[src/logic/dmac_pkg.sv]
/*
  Shared constants and carrier types of the dual multiply datapath: register
  map, instruction fields, pointer steps and saturation values.
  Assumes a single synchronous clock domain and a classic Wishbone master.
*/
package dmac_pkg;

  // ==========================================================================
  // register map (byte addresses, one 32-bit word each)
  localparam logic [7:0] REG_CTRL = 8'h00;
  localparam logic [7:0] REG_STATUS = 8'h04;
  localparam logic [7:0] REG_PTR = 8'h08;
  localparam logic [3:0] ACC_LO_PAGE = 4'h1;
  localparam logic [3:0] ACC_HI_PAGE = 4'h2;
  localparam int CTRL_W = 5;
  localparam int STAT_BAD_BIT = 4;

  // ==========================================================================
  // reset values
  localparam logic [CTRL_W-1:0] CTRL_RST = 5'h00;
  localparam logic [15:0] PTR_RST = 16'h0000;
  localparam logic [39:0] ACC_RST = 40'h00_0000_0000;

  // ==========================================================================
  // instruction encoding
  localparam logic [7:0] OP_PREFIX = 8'hfd;
  localparam logic [2:0] OP_SUB = 3'b010;
  localparam logic [2:0] VAR_SHARED = 3'h0;
  localparam logic [2:0] VAR_SHARED_SH = 3'h1;
  localparam logic [2:0] VAR_LONG = 3'h2;
  localparam logic [2:0] VAR_LONG_SH = 3'h3;
  localparam logic [1:0] MOD_INC = 2'h1;
  localparam logic [1:0] MOD_DEC = 2'h2;

  // ==========================================================================
  // address generator steps and arithmetic constants
  localparam logic [15:0] DATA_STEP_WORD = 16'h0001;
  localparam logic [15:0] DATA_STEP_LONG = 16'h0002;
  localparam logic [15:0] COEFF_STEP = 16'h0002;
  localparam logic [15:0] PAIR_FLIP = 16'h0001;
  localparam int ACC_SHIFT = 16;
  localparam logic [15:0] MIN_FRAC_OP = 16'h8000;
  localparam logic [31:0] PROD_SAT = 32'h7fff_ffff;
  localparam logic [41:0] RND_ADD = 42'h000_0000_8000;
  localparam logic [15:0] RND_HALF = 16'h8000;
  localparam logic [39:0] SAT32_POS = 40'h00_7fff_ffff;
  localparam logic [39:0] SAT32_NEG = 40'hff_8000_0000;
  localparam logic [39:0] SAT40_POS = 40'h7f_ffff_ffff;
  localparam logic [39:0] SAT40_NEG = 40'h80_0000_0000;

  // ==========================================================================
  // carrier types
  typedef struct packed {
    logic frac;
    logic mul_sat;
    logic unbiased;
    logic wide;
    logic acc_sat;
  } dmac_ctrl_s;

  typedef struct packed {
    logic [7:0] prefix;
    logic [4:0] spare;
    logic [1:0] dmod;
    logic indirect;
    logic [2:0] variant;
    logic [2:0] sub;
    logic [1:0] cmod;
    logic [1:0] px;
    logic [1:0] my;
    logic uns_d;
    logic uns_c;
    logic wide_q;
    logic rnd_q;
  } dmac_instr_s;

  typedef struct packed {
    logic [15:0] d;
    logic [15:0] c;
    logic [15:0] bl;
    logic [15:0] bh;
  } dmac_rd_s;

  typedef struct packed {
    logic ovf;
    logic [39:0] val;
  } dmac_res_s;

endpackage : dmac_pkg

[src/logic/dmac_datapath.sv]
/*
  Dual multiplier datapath: multiply-accumulate on the upper lane and plain
  multiply on the lower lane in one cycle, with mode register, overflow
  flags, pointers and accumulators reachable over classic Wishbone.
  Assumes memory read buses answer combinationally to the addresses driven
  in the same cycle as instr_valid_i.
*/
// Decided for this implementation: the Wishbone slave port and the placing of the registers.
`timescale 1ns/1ns
module dmac_datapath
  import dmac_pkg::*;
(
  input wire logic clk_i,
  input wire logic rst_i,
  input wire logic wb_cyc_i,
  input wire logic wb_stb_i,
  input wire logic wb_we_i,
  input wire logic [7:0] wb_adr_i,
  input wire logic [3:0] wb_sel_i,
  input wire logic [31:0] wb_dat_i,
  output logic [31:0] wb_dat_o,
  output logic wb_ack_o,
  input wire logic instr_valid_i,
  input wire dmac_instr_s instr_i,
  input wire dmac_rd_s rd_i,
  output logic [15:0] data_address_o,
  output logic [15:0] data_pair_address_o,
  output logic [15:0] coeff_address_bus_high_o,
  output logic [15:0] coeff_address_bus_low_o,
  output logic [3:0] ovf_flags_o
);

  typedef struct packed {
    dmac_ctrl_s ctrl;
    logic [3:0] ovf;
    logic bad;
    logic [15:0] dptr;
    logic [15:0] cptr;
    logic [3:0][39:0] acc;
    logic ack;
    logic [31:0] dat;
  } dmac_state_s;

  dmac_state_s st;
  dmac_state_s next_st;
  logic exec;
  logic long_op;
  logic shifted_op;
  logic wide_eff;
  logic [15:0] hi_data;
  logic [31:0] prod_hi;
  logic [31:0] prod_lo;
  logic [39:0] src_y;
  dmac_res_s res_y;
  dmac_res_s res_x;
  logic [15:0] dstep;

  // ==========================================================================
  // helpers
  // byte-lane merge for Wishbone select
  function automatic logic [31:0] merge(input logic [31:0] old, input logic [31:0] nw,
                                        input logic [3:0] sel);
    logic [31:0] r;
    r = old;
    for (int i = 0; i < 4; i++)
    begin
      if (sel[i])
      begin
        r[i*8 +: 8] = nw[i*8 +: 8];
      end
    end
    return r;
  endfunction : merge

  // add, round, detect overflow, saturate; 42 bits keep the carry visible
  function automatic dmac_res_s accum(input logic [39:0] src, input logic [31:0] p,
                                      input logic rnd, input logic unb,
                                      input logic wide, input logic sat);
    logic [41:0] sum;
    logic [41:0] rs;
    dmac_res_s r;
    sum = {{2{src[39]}}, src} + {{10{p[31]}}, p};
    rs = sum;
    if (rnd)
    begin
      rs = sum + RND_ADD;
      rs[15:0] = 16'h0000;
      if (unb && (sum[15:0] == RND_HALF))
      begin
        rs[16] = 1'b0; // unbiased: exact halves go to even
      end
    end
    r.ovf = wide ? (rs[41:39] != {3{rs[41]}}) : (rs[41:31] != {11{rs[41]}});
    r.val = rs[39:0];
    if (r.ovf && sat)
    begin
      if (wide)
      begin
        r.val = rs[41] ? SAT40_NEG : SAT40_POS;
      end
      else
      begin
        r.val = rs[41] ? SAT32_NEG : SAT32_POS;
      end
    end
    return r;
  endfunction : accum

  // ==========================================================================
  // decode and address generation
  assign exec = instr_valid_i && (instr_i.prefix == OP_PREFIX) && (instr_i.sub == OP_SUB)
                && (instr_i.variant <= VAR_LONG_SH);
  assign long_op = (instr_i.variant == VAR_LONG) || (instr_i.variant == VAR_LONG_SH);
  assign shifted_op = (instr_i.variant == VAR_SHARED_SH) || (instr_i.variant == VAR_LONG_SH);
  assign wide_eff = st.ctrl.wide | instr_i.wide_q;
  assign dstep = long_op ? DATA_STEP_LONG : DATA_STEP_WORD;

  // addresses come straight from pointer flops; pairs flip bit 0
  assign data_address_o = st.dptr;
  assign data_pair_address_o = st.dptr ^ PAIR_FLIP;
  assign coeff_address_bus_high_o = st.cptr;
  assign coeff_address_bus_low_o = st.cptr ^ PAIR_FLIP;

  // ==========================================================================
  // multiplier lanes
  // shared forms reuse the single bus-d word on both lanes
  assign hi_data = long_op ? rd_i.c : rd_i.d;

  dmac_mul_unit u_upper_multiplier (
    .op_a_i(hi_data),
    .op_b_i(rd_i.bh),
    .uns_a_i(instr_i.uns_d),
    .uns_b_i(instr_i.uns_c),
    .frac_i(st.ctrl.frac),
    .mul_sat_i(st.ctrl.mul_sat),
    .prod_o(prod_hi)
  );

  dmac_mul_unit u_lower_multiplier (
    .op_a_i(rd_i.d),
    .op_b_i(rd_i.bl),
    .uns_a_i(instr_i.uns_d),
    .uns_b_i(instr_i.uns_c),
    .frac_i(st.ctrl.frac),
    .mul_sat_i(st.ctrl.mul_sat),
    .prod_o(prod_lo)
  );

  // ==========================================================================
  // accumulate and plain multiply
  // arithmetic shift keeps the sign of bit 39 in the vacated bits
  assign src_y = shifted_op ? {{ACC_SHIFT{st.acc[instr_i.my][39]}},
                               st.acc[instr_i.my][39:ACC_SHIFT]}
                            : st.acc[instr_i.my];
  assign res_y = accum(src_y, prod_hi, instr_i.rnd_q, st.ctrl.unbiased, wide_eff,
                       st.ctrl.acc_sat);
  assign res_x = accum(ACC_RST, prod_lo, instr_i.rnd_q, st.ctrl.unbiased, wide_eff,
                       st.ctrl.acc_sat);

  // ==========================================================================
  // next state: bus access first, instruction effects override it
  always_comb
  begin
    logic [31:0] merged;
    merged = 32'h0000_0000;
    next_st = st;
    next_st.ack = wb_cyc_i && wb_stb_i && !st.ack;
    next_st.dat = 32'h0000_0000;
    if (next_st.ack && !wb_we_i)
    begin
      if (wb_adr_i == REG_CTRL)
      begin
        next_st.dat = {27'h000_0000, st.ctrl};
      end
      else if (wb_adr_i == REG_STATUS)
      begin
        next_st.dat = {27'h000_0000, st.bad, st.ovf};
      end
      else if (wb_adr_i == REG_PTR)
      begin
        next_st.dat = {st.cptr, st.dptr};
      end
      else if (wb_adr_i[7:4] == ACC_LO_PAGE)
      begin
        next_st.dat = st.acc[wb_adr_i[3:2]][31:0];
      end
      else if (wb_adr_i[7:4] == ACC_HI_PAGE)
      begin
        next_st.dat = {24'h00_0000, st.acc[wb_adr_i[3:2]][39:32]};
      end
    end
    if (next_st.ack && wb_we_i)
    begin
      if (wb_adr_i == REG_CTRL)
      begin
        merged = merge({27'h000_0000, st.ctrl}, wb_dat_i, wb_sel_i);
        next_st.ctrl = merged[CTRL_W-1:0];
      end
      else if (wb_adr_i == REG_STATUS)
      begin
        // write one to clear; a same-cycle set below still wins
        merged = merge(32'h0000_0000, wb_dat_i, wb_sel_i);
        next_st.ovf = st.ovf & ~merged[3:0];
        next_st.bad = st.bad & ~merged[STAT_BAD_BIT];
      end
      else if (wb_adr_i == REG_PTR)
      begin
        {next_st.cptr, next_st.dptr} = merge({st.cptr, st.dptr}, wb_dat_i, wb_sel_i);
      end
      else if (wb_adr_i[7:4] == ACC_LO_PAGE)
      begin
        next_st.acc[wb_adr_i[3:2]][31:0] = merge(st.acc[wb_adr_i[3:2]][31:0], wb_dat_i,
                                                 wb_sel_i);
      end
      else if (wb_adr_i[7:4] == ACC_HI_PAGE)
      begin
        merged = merge({24'h00_0000, st.acc[wb_adr_i[3:2]][39:32]}, wb_dat_i, wb_sel_i);
        next_st.acc[wb_adr_i[3:2]][39:32] = merged[7:0];
      end
    end
    // unrecognised words are dropped and flagged, never executed
    if (instr_valid_i && !exec)
    begin
      next_st.bad = 1'b1;
    end
    if (exec)
    begin
      // product destination first so a shared destination keeps the mac result
      next_st.acc[instr_i.px] = res_x.val;
      next_st.acc[instr_i.my] = res_y.val;
      if (res_x.ovf)
      begin
        next_st.ovf[instr_i.px] = 1'b1;
      end
      if (res_y.ovf)
      begin
        next_st.ovf[instr_i.my] = 1'b1;
      end
      if (instr_i.dmod == MOD_INC)
      begin
        next_st.dptr = st.dptr + dstep;
      end
      else if (instr_i.dmod == MOD_DEC)
      begin
        next_st.dptr = st.dptr - dstep;
      end
      if (instr_i.cmod == MOD_INC)
      begin
        next_st.cptr = st.cptr + COEFF_STEP;
      end
      else if (instr_i.cmod == MOD_DEC)
      begin
        next_st.cptr = st.cptr - COEFF_STEP;
      end
    end
  end

  // ==========================================================================
  // state register
  always_ff @(posedge clk_i)
  begin
    if (rst_i)
    begin
      st <= '0;
      st.ctrl <= CTRL_RST;
      st.dptr <= PTR_RST;
      st.cptr <= PTR_RST;
    end
    else
    begin
      st <= next_st;
    end
  end

  assign wb_ack_o = st.ack;
  assign wb_dat_o = st.dat;
  assign ovf_flags_o = st.ovf;
endmodule : dmac_datapath

[src/logic/dmac_mul_unit.sv]
/*
  One 17x17 multiplier lane: operand extension, fractional shift and
  product saturation. Purely combinational; the caller registers results.
*/
`timescale 1ns/1ns
module dmac_mul_unit
  import dmac_pkg::*;
(
  input wire logic [15:0] op_a_i,
  input wire logic [15:0] op_b_i,
  input wire logic uns_a_i,
  input wire logic uns_b_i,
  input wire logic frac_i,
  input wire logic mul_sat_i,
  output logic [31:0] prod_o
);

  logic signed [16:0] ext_a;
  logic signed [16:0] ext_b;
  logic signed [33:0] raw;
  logic [33:0] shifted;
  logic both_min;

  // ==========================================================================
  // extension, product, fractional shift
  assign ext_a = uns_a_i ? {1'b0, op_a_i} : {op_a_i[15], op_a_i};
  assign ext_b = uns_b_i ? {1'b0, op_b_i} : {op_b_i[15], op_b_i};
  assign raw = ext_a * ext_b;
  assign shifted = frac_i ? {raw[32:0], 1'b0} : raw;

  // only the signed minimum squared can overflow a fractional product of two signed operands
  assign both_min = (op_a_i == MIN_FRAC_OP) && (op_b_i == MIN_FRAC_OP) && !uns_a_i && !uns_b_i;
  assign prod_o = (frac_i && mul_sat_i && both_min) ? PROD_SAT : shifted[31:0];

endmodule : dmac_mul_unit

[config.mk]
export PLATFORM = sky130hd
export DESIGN_NAME = dmac_datapath
export DESIGN_NICKNAME = d
export VERILOG_FILES = /design/src/logic/dmac_pkg.sv /design/src/logic/dmac_datapath.sv /design/src/logic/dmac_mul_unit.sv
export SDC_FILE = /design/constraint.sdc
export NUM_CORES = 2
export LEC_CHECK = 0
export BUFFER_PORTS_ARGS = -buffer_cell sky130_fd_sc_hd__buf_2
export CORE_MARGIN = 4
export CORE_UTILIZATION = 35
export DETAILED_ROUTE_END_ITERATION = 10
export SLEW_MARGIN = 15
export SYNTH_ARGS = -nofsm -noshare
export SYNTH_HDL_FRONTEND = slang
export SYNTH_SLANG_ARGS = --single-unit
[constraint.sdc]
create_clock -name clk_i -period 23.1 [get_ports clk_i]
set_input_delay 3.465 -clock clk_i [delete_from_list [all_inputs] [get_ports clk_i]]
set_output_delay 3.465 -clock clk_i [all_outputs]
set_load 0.05 [all_outputs]
Yosys cells after proc, flatten, opt, wreduce, memory -nomap -nowiden
Cells that the tools add are included.
- flip-flop bits (word level): 235
- bits in latches: 0
- bits in writable memories: 0
- ROM bits: 0
- bits of input ports: 146
- output and inout port bits: 101
- logic and storage cells: 211
- memories: 0
- $add $sub $neg: 7
- $mul: 2
- divide/modulo/power cells: 0
- order comparisons: 7
- equality and inequality tests: 24
- shift-type cells: 0
- muxes and demuxes: 107
- bitwise gates (word level): 10
- reduce and logical (&&, ||, !) cells: 38
- operator list (kind ; number):
    bitwise mux 160 bit ; 4
    two-way mux 40 bit ; 13
    two-way mux 160 bit ; 3
    two-way mux 197 bit ; 2
    two-way mux 192 bit ; 2
    demux 40 bit (select 2 bit) ; 4
    two-way mux 8 bit ; 36
    two-way mux 32 bit ; 8
    binary-select mux 40 bit (select 2 bit) ; 2
    equality test 16 bit (second input constant) ; 6
    two-way mux 42 bit ; 2
    two-way mux 16 bit ; 5
    two-way mux 17 bit ; 4
    multiplier 17 x 17 -> 32 bit ; 2
    adder 41 x 17 -> 42 bit (second input constant) ; 1
    adder 40 x 32 -> 41 bit ; 1
    two-way mux 39 bit ; 1
    two-way mux 5 bit ; 7
    adder 32 x 17 -> 33 bit (second input constant) ; 1
    logical AND 1 bit ; 24
    != test 10 bit ; 2
    adder 16 x 2 -> 16 bit ; 1
    adder 16 x 2 -> 16 bit (second input constant) ; 1
    two-way mux 4 bit ; 4
    other kinds (32) ; 59

Longest topological paths before layout
- depth in word-level cells: 22
- gate-level depth with buffers: 53
- depth with buffers taken out: 48

Modules after synthesis
From an unflattened synthesis, not the netlist that was laid out.
- cell total of the unflattened synthesis: 5263
- area, all modules: 43447.9 um^2
- by module, submodules not included (module ; times used ; cells an instance ; area an instance (um^2) ; sequential area each (um^2)):
    dmac_datapath ; 1 ; 2653 ; 20852.5 ; 4704.5
    dmac_mul_unit (u_lower_multiplier) ; 1 ; 1306 ; 11324.6 ; 0.0
    dmac_mul_unit (u_upper_multiplier) ; 1 ; 1304 ; 11270.8 ; 0.0

Worst setup path after synthesis
No wires, ideal clock.
- kind: input to register
- from: in instr_i[14] in the netlist's numbering
- to: reg st[82] in the netlist's numbering
- setup time: 0.096 ns
- data arrival time: 15.030 ns
- data required time: 23.004 ns
- setup slack: 7.975 ns
- stages on the path: 48
- path buffers: 5
- cell sequence: nor2b_1 > buf_2 > buf_1 > mux2_2 > clkbuf_1 > nand2_1 > fa_1 > inv_1 > fa_1 > inv_1 > fa_1 > inv_1 > fa_1 > fa_1 > inv_1 > fa_1 > inv_1 > ha_1 > (+12 left out) > nand4_1 > inv_1 > a221oi_1 > o31ai_1 > a21oi_1 > xnor2_1 > nand2b_1 > or3_1 > or2_1 > or3_1 > a211oi_1 > nand4bb_1 > or4b_1 > a221o_1 > and2_4 > buf_6 > or3_4 > a221oi_1
- longest elaborated chain between the ends: 18
- elaborated cells on any way between the ends: 31
- those cells by class: 2 x add/sub; 1 x mul; 1 x order compare; 6 x eq/ne; 13 x mux; 8 x reduce/logical
- RTL lines (what ; RTL line ; RTL):
    from (decl) ; dmac_datapath.sv:24 ; input wire dmac_instr_s instr_i,
    branches (longest 17 deep; another with adder 41 x 17 -> 42 bit) ; n/a ;
    two-way mux 192 bit (*) ; dmac_datapath.sv:226 ; if (exec)
    to (signal assigned) ; dmac_datapath.sv:271 ; st <= next_st;
    to (decl) ; dmac_datapath.sv:44 ; dmac_state_s st;
Mark *: on every way between the ends.
A chain may end at the register's enable or synchronous reset.

Worst setup path after layout
- from: in instr_i[15] in the netlist's numbering
- to: reg st[153] in the netlist's numbering
Same word-level chain as after synthesis.

==> results.cfg <==
[critical_path]
cp_num_buf_inv = 4
arrival_ps = 17080
worstSetupStartpointType = input pin
path_class = input pin to flop
r2r_slack_ps = 14770
cp-end-kind = flop
cpPeakStageDelay_ps = 890
slowest_stage = a21oi_4
crit_required_ps = 23470
crit_top_cell = fa_1
cp.depth = 44
worstPathMaxFanout = 41
crit_family = simple AND/OR/NAND/NOR gates
rr_worst_depth = 21

[clocking]
cts.htree.levels = 1
numCtsBuffers = 26
cts_setup_buffers = 0
cts_hold_buf = 0
cts-root-buf = clkbuf_16
clock_path_buffers = 3
cts_resized = 0
clkTransAtPathRegs_ps = 60
clock_latency_ps = 560
numClockSinks = 235
cts_tree = yes

[global_route]
track_usage_pct = 22.0
grt_overflow = 0
grt_max_degree = 66
grt_pass1_wl_um = 222000
grt_antenna_before_repair = 7
first_global_vias = 38100

[detailed_routing]
via_per_inst = 5.64
drt_iter0_drc = 3521
num_vias = 37700
drc = 0
ant_nets = 0
wl_per_cell_um = 21.4
wl_um = 143000
firstDrtPassIters = 7

[sta]
hold_viol = 0
relSlewSlack_pct = 21.5
period_share_pct = 72.4
fin_tns_setup_ps = 0
period_minus_slack_ps = 16720
final-setup-viol-count = 0
rsz0062_at_grt = no
fin_worst_skew_ps = 19.1
worstMarginPinSlew_ps = 1180
max_freq_mhz = 59.8
slew_viol_final = 0

[floorplan]
core_um2 = 120000
start_util_pct = 35.4
dieArea_um2 = 127000
die_x_um = 357
die_y_um = 357
rows = 127
num_io_pins = 247

[min_path]
min_path_type = flop to flop
hold_depth = 2

[yosys]
synth_nets = 6076
avgSynthCellArea_um2 = 8.26
synth_seq_area_share_pct = 11.0
synthDistinctLibCells = 95
synth_edf_count = 0
netlist_area_um2 = 42600
synthArstFlopShare_pct = 0
synth_seq_cells = 235
syn_inst = 5153
yosysWarnings = 0
ys.flop_type = dfxtp_1

[placed_design]
port_buffers = 240
gp_congestion = 0.926
dp.final_hpwl_um = 109000

[flow_run]
drv_cap = 0

[finish]
layout-drive-gt1-share_pct = 10.9
area_growth_pct = 6.08
finalNetCount = 5975
nFillCells = 12500

[status]
status = complete, no violations
worst min-delay path: cells and delay by family (launching register included):
family           cells  cell delay [ps]
flip-flops           1              360
multiplexers         1               80
AND/OR/NAND/NOR      1               70
state kept, by name, summed over array words and instances, names as in the netlist:
register,cells
ovf_flags_o,4
data_address_o,16
coeff_address_bus_high_o,16
wb_dat_o,32
st,166
wb_ack_o,1
cell usage in the layout, fill, tap and decap left out, types with 12 or more instances in the layout:
cell       instances
a221oi_2          25
a31oi_1           32
nand2b_1          52
xnor2_1           90
ha_1             210
nand2_1          673
fa_1             567
clkbuf_16         27
a211oi_1          41
and2_1           279
and3_1            23
o22ai_1           31
xor2_1            41
a22oi_1           57
a221oi_1          70
nor3_1            70
nor2b_1           28
or3_1             22
mux2_2            52
nor2_1           289
a221o_1           25
inv_1            614
o211ai_1          31
a21o_1            88
o21bai_1          20
o21ai_0          264
mux2i_1           79
o221ai_1          12
dfxtp_1          234
o21a_1            17
buf_2            239
nand3_1           71
mux4_2            80
buf_4             48
nor4_1            24
a21oi_1          287
nand4_1           27
or2_2             15
stage by stage:
step	setup WS (ps)	std cells	utilization (%)	hold WS, ps	instance area (um^2)
3_3_place_gp	6150	6636	36.8	524	44300
3_5_place_dp	5930	6636	36.8	530	44300
5_1_grt	5460	6684	37.5	579	45200
6_report	6380	6688	37.6	553	45200
2_1_floorplan	7970	5153	-	480	42600
4_1_cts	6490	6682	37.5	547	45200
cell families after synthesis:
logic type	Yosys count	share of synthesized area (%)
AOI/OAI and AO/OA	1110	17.3
xor gates and xnor gates	132	2.75
adders and majority gates	777	32.8
buffers and inverters	1032	10.0
DFF	235	11.0
muxes	212	7.49
and+or+nand+nor	1655	18.6
synth_stat cells, drive strengths merged (10+ instances only):
library cell | number | area (um^2)
or4 | 10 | 75.1
or3 | 32 | 245
dfxtp | 235 | 4700
nand3 | 71 | 355
nand4 | 27 | 169
nand2b | 53 | 332
o21a | 17 | 128
mux4 | 80 | 1800
a211oi | 41 | 308
a311oi | 10 | 87.6
or2 | 16 | 100
ha | 210 | 2630
a221oi | 95 | 988
o211ai | 31 | 233
nor2b | 30 | 195
mux2 | 53 | 597
nand3b | 10 | 75.1
nor3 | 71 | 360
a21oi | 291 | 1460
fa | 567 | 11400
o221ai | 12 | 105
and3 | 23 | 144
a22oi | 58 | 440
o21bai | 20 | 150
a221o | 25 | 250
nor4 | 27 | 169
inv | 614 | 2300
o21ai | 276 | 1380
buf | 149 | 958
and2 | 281 | 1760
mux2i | 79 | 791
xor2 | 41 | 359
nand2 | 674 | 2530
o22ai | 31 | 194
a21o | 88 | 661
xnor2 | 90 | 788
a31oi | 32 | 200
clkbuf | 267 | 1000
nor2 | 296 | 1110
metal layers:
layer  up-vias  wire (um)  GRT usage [%]  part of all wire, %
met3       278      12700           3.71                  8.9
met1     18700      60200           29.8                   42
met5         -         92          0.377                0.064
met4         6       5020           7.10                  3.5
li1      17000          -              -                    -
met2      1720      64800           36.0                   45
cell type report:
type,instances,area (um^2),area share [%]
Multi-Input combinational cell,3886,33700,74.7
Antenna cell,6,15.0,0.0332
Clock inverter,8,65.1,0.144
Sequential cell,235,4710,10.4
Timing Repair Buffer,287,1560,3.45
Inverter,616,2310,5.12
Clock buffer,38,767,1.70
Tap cell,1612,2020,4.46
path summary, 6_finish.rpt:
kind,start,endpoint
max,instr_i[15],st[153]
min,st[231],st[231]
max reg2reg,st[234],st[153]
min reg2reg,st[231],st[231]
Power is left out: the tool's default activity adds up to more than one toggle a clock period on the data nets, which glitch-free logic cannot reach.
